[src/cta_pkg.sv]
// constants for the type-c / adaptive limit configuration register bank
// assumes a byte-wide register map reached as one apb word per register
package cta_pkg;
  // register indices; byte address is four times the index
  localparam logic [7:0] CTA_IDX_ROLE   = 8'h29;
  localparam logic [7:0] CTA_IDX_LIMST  = 8'h2a;
  localparam logic [7:0] CTA_IDX_GATE   = 8'h2b;
  localparam logic [7:0] CTA_IDX_ACTL   = 8'h2c;
  localparam logic [7:0] CTA_IDX_ATHR   = 8'h2d;
  localparam logic [7:0] CTA_IDX_ATIM   = 8'h2e;
  localparam logic [7:0] CTA_IDX_DSW    = 8'h2f;
  localparam logic [7:0] CTA_IDX_SRST   = 8'h30;
  localparam logic [7:0] CTA_IDX_RSVA   = 8'h31;
  localparam logic [7:0] CTA_IDX_RSVB   = 8'h32;
  localparam logic [7:0] CTA_IDX_LPOW   = 8'h33;
  localparam logic [7:0] CTA_IDX_RSVC   = 8'h34;
  localparam logic [7:0] CTA_IDX_FSEL   = 8'h35;
  // values after reset
  localparam logic [7:0] CTA_RST_ROLE   = 8'h08;
  localparam logic [7:0] CTA_RST_LIMST  = 8'h00;
  localparam logic [7:0] CTA_RST_GATE   = 8'h0b;
  localparam logic [7:0] CTA_RST_ACTL   = 8'h01;
  localparam logic [7:0] CTA_RST_ATHR   = 8'h44;
  localparam logic [7:0] CTA_RST_ATIM   = 8'h05;
  localparam logic [7:0] CTA_RST_DSW    = 8'h01;
  localparam logic [7:0] CTA_RST_LPOW   = 8'h01;
  localparam logic [7:0] CTA_RST_FSEL   = 8'h80;
  // writable bits
  localparam logic [7:0] CTA_WM_ROLE    = 8'h0f;
  localparam logic [7:0] CTA_WM_GATE    = 8'h0f;
  localparam logic [7:0] CTA_WM_ATIM    = 8'h4f;
  localparam logic [7:0] CTA_WM_DSW     = 8'h03;
  localparam logic [7:0] CTA_WM_FSEL    = 8'hc0;
  // field positions
  localparam int CTA_B_TRY   = 3;
  localparam int CTA_B_PREF  = 2;
  localparam int CTA_B_GATE  = 3;
  localparam int CTA_B_REQ   = 7;
  localparam int CTA_B_BLOCK = 0;
  localparam int CTA_B_FLTRS = 7;
  // forced limit codes and port types
  localparam logic [6:0] CTA_LIM_500  = 7'h0f;
  localparam logic [6:0] CTA_LIM_1000 = 7'h1e;
  localparam logic [6:0] CTA_LIM_1500 = 7'h2d;
  localparam logic [1:0] CTA_PORT_SDP = 2'h1;
  localparam logic [2:0] CTA_PROP_UNK = 3'h0;
  // source share of a toggle period, percent
  localparam logic [5:0] CTA_DUTY_BASE = 6'h23;
  localparam logic [5:0] CTA_DUTY_STEP = 6'h05;
  // undervoltage level in 0.1 v units, ceiling in 100 ma units
  localparam logic [5:0] CTA_UV_BASE   = 6'h26;
  // interval figures in ms
  localparam logic [12:0] CTA_BLK_MS0 = 13'd500;
  localparam logic [12:0] CTA_BLK_MS1 = 13'd1000;
  localparam logic [12:0] CTA_BLK_MS2 = 13'd1500;
  localparam logic [12:0] CTA_BLK_MS3 = 13'd5000;
  localparam logic [12:0] CTA_STP_MS0 = 13'd100;
  localparam logic [12:0] CTA_STP_MS1 = 13'd200;
  localparam logic [12:0] CTA_STP_MS2 = 13'd300;
  localparam logic [12:0] CTA_STP_MS3 = 13'd500;

  function automatic logic [12:0] cta_pick_ms(input logic [1:0] c, input logic [12:0] a,
      input logic [12:0] b, input logic [12:0] d, input logic [12:0] e);
    unique case (c)
      2'h0: cta_pick_ms = a;
      2'h1: cta_pick_ms = b;
      2'h2: cta_pick_ms = d;
      2'h3: cta_pick_ms = e;
    endcase
  endfunction : cta_pick_ms
endpackage : cta_pkg

[src/cta_cfg_bank.sv]
// type-c role preference and adaptive input limit configuration bank, apb slave
// assumes paddr is a byte address, one register per aligned word, zero wait states
// Functional notes
// try-sink enable drives try-sink path and overrides prefer-sink
// prefer-sink enable favours sink role via try-sink to unattached sink
// toggle duty code gives 35/40/45/50 percent source share when toggling
// gating enabled holds limit status while charger detection runs
// gated sdp with unknown adapter forces limit code by sdp cap
// writing adaptive enable starts a run unless blocked; bit self-clears
// block bit refuses and aborts adaptive limiting runs
// undervoltage level code selects 3.8 v plus 0.1 v per step
// ceiling code sets stop current in 100 ma steps, top 3.2 a
// blank time code selects 500 ms, 1 s, 1.5 s or 5 s
// step time code selects 100, 200, 300 or 500 ms
// class three registers reset on power-on, fault edge or soft reset
// fault falling edge resets classes one to three only if select bit set
// adaptive configuration registers read-only while write protect is set
// request bits read zero; reserved bits and registers read zero
`timescale 1ns/1ps
module cta_cfg_bank
  import cta_pkg::*;
(
  input  wire logic        pclk,
  input  wire logic        presetn,
  input  wire logic        psel,
  input  wire logic        penable,
  input  wire logic        pwrite,
  input  wire logic [7:0]  paddr,
  input  wire logic [31:0] pwdata,
  output logic [31:0]      prdata,
  output logic             pready,
  output logic             pslverr,
  input  wire logic        config_write_protect,
  input  wire logic        fault_input_pin,
  input  wire logic        bc_detect_running,
  input  wire logic [1:0]  detected_port_type,
  input  wire logic [2:0]  proprietary_adapter_type,
  input  wire logic [6:0]  detected_limit_code,
  input  wire logic        adaptive_input_limiting_done,
  output logic             try_sink_enable,
  output logic             prefer_sink_enable,
  output logic [5:0]       toggle_source_duty_pct,
  output logic [6:0]       input_limit_code,
  output logic             adaptive_input_limiting_start,
  output logic             adaptive_input_limiting_active,
  output logic             adaptive_limit_block,
  output logic [5:0]       uvlo_level_dv,
  output logic [5:0]       adaptive_input_limiting_ceiling_100ma,
  output logic             bypass_undervoltage_debounce,
  output logic [12:0]      blank_time_ms,
  output logic [12:0]      step_time_ms,
  output logic [1:0]       data_switch_control,
  output logic             typec_reset_pulse,
  output logic             low_power_request,
  output logic             low_power_block
);
  logic [7:0]  role_ff, nxt_role, gate_ff, nxt_gate, actl_ff, nxt_actl;
  logic [7:0]  athr_ff, nxt_athr, atim_ff, nxt_atim, dsw_ff, nxt_dsw;
  logic [7:0]  lpow_ff, nxt_lpow, fsel_ff, nxt_fsel;
  logic [6:0]  lim_ff, nxt_lim;
  logic        act_ff, nxt_act, start_ff, nxt_start, srst_ff, nxt_srst;
  logic        lpreq_ff, nxt_lpreq;
  logic [31:0] rdata_ff, nxt_rdata;
  logic        flt_s1_ff, flt_s2_ff, flt_s3_ff;
  logic        fault_rst, setup, wr, mapped;
  logic [7:0]  idx, wb, rsel;

  // pin synchroniser; edge detect looks only at stages two and three
  always_ff @(posedge pclk or negedge presetn) begin
    if (!presetn) begin
      flt_s1_ff <= 1'b1;
      flt_s2_ff <= 1'b1;
      flt_s3_ff <= 1'b1;
    end else begin
      flt_s1_ff <= fault_input_pin;
      flt_s2_ff <= flt_s1_ff;
      flt_s3_ff <= flt_s2_ff;
    end
  end

  assign fault_rst = flt_s3_ff & ~flt_s2_ff & fsel_ff[CTA_B_FLTRS];
  assign idx       = {2'h0, paddr[7:2]};
  assign setup     = psel & ~penable;
  assign wr        = psel & penable & pwrite & mapped;
  assign wb        = pwdata[7:0];
  assign mapped    = (paddr[1:0] == 2'h0) && (idx >= CTA_IDX_ROLE) && (idx <= CTA_IDX_FSEL);
  assign pready    = 1'b1;
  assign pslverr   = psel & penable & ~mapped;

  always_comb begin
    unique case (idx)
      CTA_IDX_ROLE:  rsel = role_ff;
      CTA_IDX_LIMST: rsel = {1'b0, lim_ff};
      CTA_IDX_GATE:  rsel = gate_ff;
      CTA_IDX_ACTL:  rsel = actl_ff;
      CTA_IDX_ATHR:  rsel = athr_ff;
      CTA_IDX_ATIM:  rsel = atim_ff;
      CTA_IDX_DSW:   rsel = dsw_ff;
      CTA_IDX_LPOW:  rsel = lpow_ff;
      CTA_IDX_FSEL:  rsel = fsel_ff;
      default:       rsel = 8'h00;
    endcase
    nxt_rdata = setup ? {24'h0, rsel} : rdata_ff;
  end

  always_comb begin
    nxt_role  = role_ff;
    nxt_gate  = gate_ff;
    nxt_actl  = actl_ff;
    nxt_athr  = athr_ff;
    nxt_atim  = atim_ff;
    nxt_dsw   = dsw_ff;
    nxt_lpow  = lpow_ff;
    nxt_fsel  = fsel_ff;
    nxt_start = 1'b0;
    nxt_srst  = 1'b0;
    nxt_lpreq = 1'b0;
    if (wr) begin
      unique case (idx)
        CTA_IDX_ROLE: nxt_role = wb & CTA_WM_ROLE;
        CTA_IDX_GATE: nxt_gate = wb & CTA_WM_GATE;
        CTA_IDX_ACTL: begin
          if (!config_write_protect) begin
            nxt_actl  = {7'h0, wb[CTA_B_BLOCK]};
            nxt_start = wb[CTA_B_REQ] & ~wb[CTA_B_BLOCK];
          end
        end
        CTA_IDX_ATHR: if (!config_write_protect) nxt_athr = wb;
        CTA_IDX_ATIM: if (!config_write_protect) nxt_atim = wb & CTA_WM_ATIM;
        CTA_IDX_DSW:  nxt_dsw = wb & CTA_WM_DSW;
        CTA_IDX_SRST: nxt_srst = wb[0];
        CTA_IDX_LPOW: begin
          nxt_lpow  = {7'h0, wb[CTA_B_BLOCK]};
          nxt_lpreq = wb[CTA_B_REQ] & ~wb[CTA_B_BLOCK];
        end
        CTA_IDX_FSEL: nxt_fsel = wb & CTA_WM_FSEL;
        default: ;
      endcase
    end
    // limit status; detection results pass only when the gate allows
    nxt_lim = lim_ff;
    if (!gate_ff[CTA_B_GATE] || !bc_detect_running) begin
      nxt_lim = detected_limit_code;
      if (gate_ff[CTA_B_GATE] && detected_port_type == CTA_PORT_SDP &&
          proprietary_adapter_type == CTA_PROP_UNK) begin
        unique case (gate_ff[2:1])
          2'h1:    nxt_lim = CTA_LIM_500;
          2'h2:    nxt_lim = CTA_LIM_1000;
          2'h3:    nxt_lim = CTA_LIM_1500;
          default: nxt_lim = detected_limit_code;
        endcase
      end
    end
    // run state: the block bit wins over a start or a finishing run
    nxt_act = act_ff;
    if (start_ff) nxt_act = 1'b1;
    if (adaptive_input_limiting_done) nxt_act = 1'b0;
    if (actl_ff[CTA_B_BLOCK]) nxt_act = 1'b0;
    // soft reset takes class three, fault edge classes one to three
    if (srst_ff || fault_rst) begin
      nxt_role = CTA_RST_ROLE;
      nxt_gate = CTA_RST_GATE;
      nxt_lim  = CTA_RST_LIMST[6:0];
    end
    if (fault_rst) begin
      nxt_actl  = CTA_RST_ACTL;
      nxt_athr  = CTA_RST_ATHR;
      nxt_atim  = CTA_RST_ATIM;
      nxt_dsw   = CTA_RST_DSW;
      nxt_lpow  = CTA_RST_LPOW;
      nxt_act   = 1'b0;
      nxt_start = 1'b0;
      nxt_lpreq = 1'b0;
    end
  end

  always_ff @(posedge pclk or negedge presetn) begin
    if (!presetn) begin
      role_ff  <= CTA_RST_ROLE;
      gate_ff  <= CTA_RST_GATE;
      actl_ff  <= CTA_RST_ACTL;
      athr_ff  <= CTA_RST_ATHR;
      atim_ff  <= CTA_RST_ATIM;
      dsw_ff   <= CTA_RST_DSW;
      lpow_ff  <= CTA_RST_LPOW;
      fsel_ff  <= CTA_RST_FSEL;
      lim_ff   <= CTA_RST_LIMST[6:0];
      act_ff   <= 1'b0;
      start_ff <= 1'b0;
      srst_ff  <= 1'b0;
      lpreq_ff <= 1'b0;
      rdata_ff <= 32'h0;
    end else begin
      role_ff  <= nxt_role;
      gate_ff  <= nxt_gate;
      actl_ff  <= nxt_actl;
      athr_ff  <= nxt_athr;
      atim_ff  <= nxt_atim;
      dsw_ff   <= nxt_dsw;
      lpow_ff  <= nxt_lpow;
      fsel_ff  <= nxt_fsel;
      lim_ff   <= nxt_lim;
      act_ff   <= nxt_act;
      start_ff <= nxt_start;
      srst_ff  <= nxt_srst;
      lpreq_ff <= nxt_lpreq;
      rdata_ff <= nxt_rdata;
    end
  end

  assign prdata                       = rdata_ff;
  assign try_sink_enable              = role_ff[CTA_B_TRY];
  assign prefer_sink_enable           = role_ff[CTA_B_PREF] & ~role_ff[CTA_B_TRY];
  assign toggle_source_duty_pct       = CTA_DUTY_BASE + 6'(role_ff[1:0] * CTA_DUTY_STEP);
  assign input_limit_code             = lim_ff;
  assign adaptive_input_limiting_start                   = start_ff;
  assign adaptive_input_limiting_active                  = act_ff;
  assign adaptive_limit_block         = actl_ff[CTA_B_BLOCK];
  assign uvlo_level_dv                = CTA_UV_BASE + {3'h0, athr_ff[7:5]};
  assign adaptive_input_limiting_ceiling_100ma           = {1'b0, athr_ff[4:0]} + 6'h01;
  assign bypass_undervoltage_debounce = atim_ff[6];
  assign blank_time_ms = cta_pick_ms(atim_ff[3:2], CTA_BLK_MS0, CTA_BLK_MS1,
                                     CTA_BLK_MS2, CTA_BLK_MS3);
  assign step_time_ms  = cta_pick_ms(atim_ff[1:0], CTA_STP_MS0, CTA_STP_MS1,
                                     CTA_STP_MS2, CTA_STP_MS3);
  assign data_switch_control          = dsw_ff[1:0];
  assign typec_reset_pulse            = srst_ff;
  assign low_power_request            = lpreq_ff;
  assign low_power_block              = lpow_ff[CTA_B_BLOCK];
endmodule : cta_cfg_bank

[config.mk]
export PLATFORM = sky130hd
export DESIGN_NAME = cta_cfg_bank
export DESIGN_NICKNAME = d
export VERILOG_FILES = /design/src/cta_pkg.sv /design/src/cta_cfg_bank.sv
export SDC_FILE = /design/constraint.sdc
export NUM_CORES = 1
export LEC_CHECK = 0
export ABC_AREA = 1
export ABC_CLOCK_PERIOD_IN_PS = 4300
export BUFFER_PORTS_ARGS = -buffer_cell sky130_fd_sc_hd__buf_2
export CORE_MARGIN = 2
export CORE_UTILIZATION = 45
export DETAILED_ROUTE_END_ITERATION = 7
export PLACE_DENSITY = 0.86
export SKIP_LAST_GASP = 1
export SLEW_MARGIN = 20
export SYNTH_ARGS = -nofsm -noshare
export SYNTH_HDL_FRONTEND = slang
export SYNTH_SLANG_ARGS = --single-unit
[constraint.sdc]
create_clock -name pclk -period 4.3 [get_ports pclk]
set_input_delay 0.86 -clock pclk [delete_from_list [all_inputs] [get_ports pclk]]
set_output_delay 0.86 -clock pclk [all_outputs]
set_load 0.01 [all_outputs]
==> qor.csv <==
stage;metric;value;unit
placement;Final Wtd Congestion;0.935;
timing;Final WS setup;1190;ps
clock_tree;CTS Root Cell;clkbuf_8;
timing;Period minus WS final;3110;ps
setup_path;Critical Path, Cell by Cell;buf_2, nor2_2, nand2_1, nand3_1, nand2_1, nor2_4, nand3b_1, inv_1, buf_2;
clock_tree;H-tree levels;2;
yosys;Synth top cells by count;115 x nand2_1, 50 x inv_1, 48 x nand3_1;
setup_path;crit-path max FO;11;
setup_path;Largest stage delay, worst path;390;ps
yosys;Async S/R FF share, synth;100;%
global_routing;largest net degree at the start of global routing;50;
final_layout;antenna cells;0;
drt;Residual DRC;0;
die;Die X-Extent;90.6;µm
global_routing;first-pass GRT wire length;14000;µm
clock_tree;CTS buffer count;5;
global_routing;total grt overflow;0;
timing;measured slew at the worst slew-check pin;898;ps
timing;part of the cycle the worst path needs;72.4;%
job;max_cap viols;0;
yosys;post-synthesis xor/xnor area fraction;0.778;%
placement;Post-Place Cells;626;
final_layout;share of layout cells above drive strength 1;28.8;%
final_layout;area delta synth->final;14.5;%
die;Ports;157;
timing;Max-slew headroom;39.9;%
yosys;Mean Syn Cell Area;7.57;µm²
setup_path;crit start category;input port;
yosys;leading area contributor after synthesis;dfrtp_1;
yosys;simple-gate area share of the yosys netlist;33.8;%
setup_path;kind of critical path;input port to output pin;
yosys;Synth Flop Type;dfrtp_1;
global_routing;gr usage total;21.1;%
setup_path;CP Capture Type;output pin;
clock_tree;TritonCTS clock tree;built;
yosys;synth unique cells;36;
placement;IO Port Bufs;93;
drt;Routed WL;8460;µm
status;outcome;complete, no violations;
power_and_ir_drop;power per cell area;267;nW/µm²
yosys;post-synthesis mux area share;0;%
die;Initial Utilization;46.6;%
yosys;EDFF count, synth;0;
drt;wire length per cell;13.3;µm
power_and_ir_drop;Static Leak;2.18;nW
clock_tree;CTS resizes;0;
timing;RSZ-0062 raised after global routing;false;
clock_tree;Post-CTS Setup Repair Bufs;0;
timing;setup violation total in the final timing report;0;
drt;Pre-antenna DRT Iters;5;
die;num rows;31;
yosys;Syn Inst Count;446;
final_layout;Nets;609;
timing;setup_tns;0;ps
yosys;most numerous cell in the Yosys netlist;nand2_1;
global_routing;vias in the first global route;3012;
yosys;Synth area leaders;dfrtp_1 25%, nand2_1 13%, dfstp_2 12%;
timing;Final Hold Viols;0;
setup_path;Critical Path RT;3440;ps
drt;routed vias/inst;5.01;
die;Die H;90.6;µm
drt;DR iter-0 viols;282;
final_layout;fillers;719;
setup_path;worst path arrival time;2250;ps
power_and_ir_drop;peak supply drop;114;µV
final_layout;Finished Layout Cells;634;
timing;Max Clock Freq;321;MHz
setup_path;reg-to-reg slack, setup;1820;ps
final_layout;sequential cell area;1240;µm²
die;core area;7250;µm²
clock_tree;Post-CTS Hold Fix Bufs;0;
setup_path;slowest CP cell;nor2_4;
drt;Antenna Nets Post-Route;0;
final_layout;area of the multi-input gates;1680;µm²
yosys;main combinational cell family by area after synthesis;simple AND/OR/NAND/NOR gates;
yosys;Synth Area in Compound Gates;5.74;%
timing;Worst Skew;9.20;ps
clock_tree;clk slew on worst S/H paths;90;ps
timing;Final Max Slew Viols;0;
yosys;Adder-Cell Fraction of Synth Area;5.19;%
hold_path;Min-Delay Path Class;flop to flop;
yosys;post-synth top area share;25.2;%
yosys;sequential element share of the synthesized area;36.9;%
clock_tree;CTS max path bufs;2;
placement;post-place setup slack;1210;ps
die;total die area;8210;µm²
clock_tree;CTS Sinks;49;
yosys;Yosys reg bits;49;
global_routing;initial antenna violation count;0;
yosys;YS warnings;0;
yosys;synthesized cell area;3380;µm²
clock_tree;Worst-Skew Late Latency;310;ps
placement;Final HPWL DP;6660;µm
drt;Vias;3175;
sequential cells by signal, summed over array words and instances (netlist names), 2 cells and up:
register          flops
fsel_ff               2
input_limit_code      7
atim_ff               5
role_ff               4
dsw_ff                2
gate_ff               4
prdata                8
athr_ff               8
cell type report:
cell class | count | share of cell area (%)
multi-input combinational | 325 | 43.6
sequential | 49 | 32.2
tap | 99 | 3.20
clock buffer | 6 | 2.14
inverter | 60 | 5.83
clock inverter | 2 | 0.971
timing repair buffer | 93 | 12.1
where the power goes:
group / total [mW] / internal, mW / switching [mW]
registers: 0.505 / 0.487 / 0.0189
logic: 0.181 / 0.0596 / 0.122
clock network: 0.346 / 0.189 / 0.157
kinds of logic after synthesis:
kind of cell	Yosys count
compound gates	31
xor+xnor	3
fa+ha+maj	14
buf+inv	109
flops	49
other cells	2
simple gates	238
worst paths after layout:
kind / from / to / cells past startpoint
min: flt_s1_ff$_DFF_PN1_ / flt_s2_ff$_DFF_PN1_ / 0
max: paddr[3] / pslverr / 9
min reg2reg: flt_s1_ff$_DFF_PN1_ / flt_s2_ff$_DFF_PN1_ / 0
max reg2reg: fsel_ff[7]$_DFFE_PN1P_ / atim_ff[1]$_DFFE_PN0P_ / 7
max in group asynchronous: presetn / athr_ff[5]$_DFFE_PN0P_ / 1
min in group asynchronous: presetn / prdata[0]$_DFFE_PN0P_ / 1
placed cells by master (no fill, tap or decap), drive strengths merged, types with 7 or more instances in the layout:
cell and instances:
buf 93, conb 39, dfrtp 34, dfstp 15, ha 14, inv 60
nand2 118, nand3 54, nor2 49, nor3 7, o21ai 25
worst max-delay path: cells and delay by family:
kind | cells | cell delay, ps
buffers and inverters | 3 | 300
and+or+nand+nor | 6 | 1080
through the flow:
stage          total power, mW  cell area [µm²]  hold WS [ps]  utilization, %
2_1_floorplan            0.641             3520           345               -
3_3_place_gp             0.688             3740           347            51.6
3_5_place_dp             0.694             3740           348            51.6
4_1_cts                   1.04             3860           362            53.3
5_1_grt                   1.08             3870           371            53.3
6_report                  1.03             3870           361            53.3
routing by layer:
| layer | wire (µm) | track usage [%] |
|---|---|---|
| met1 | 3260 | 26.2 |
| met2 | 4110 | 35.3 |
| met3 | 943 | 5.43 |
| met4 | 144 | 7.56 |
| met5 | 0 | 0 |
Power figures use the tool's default switching activity.
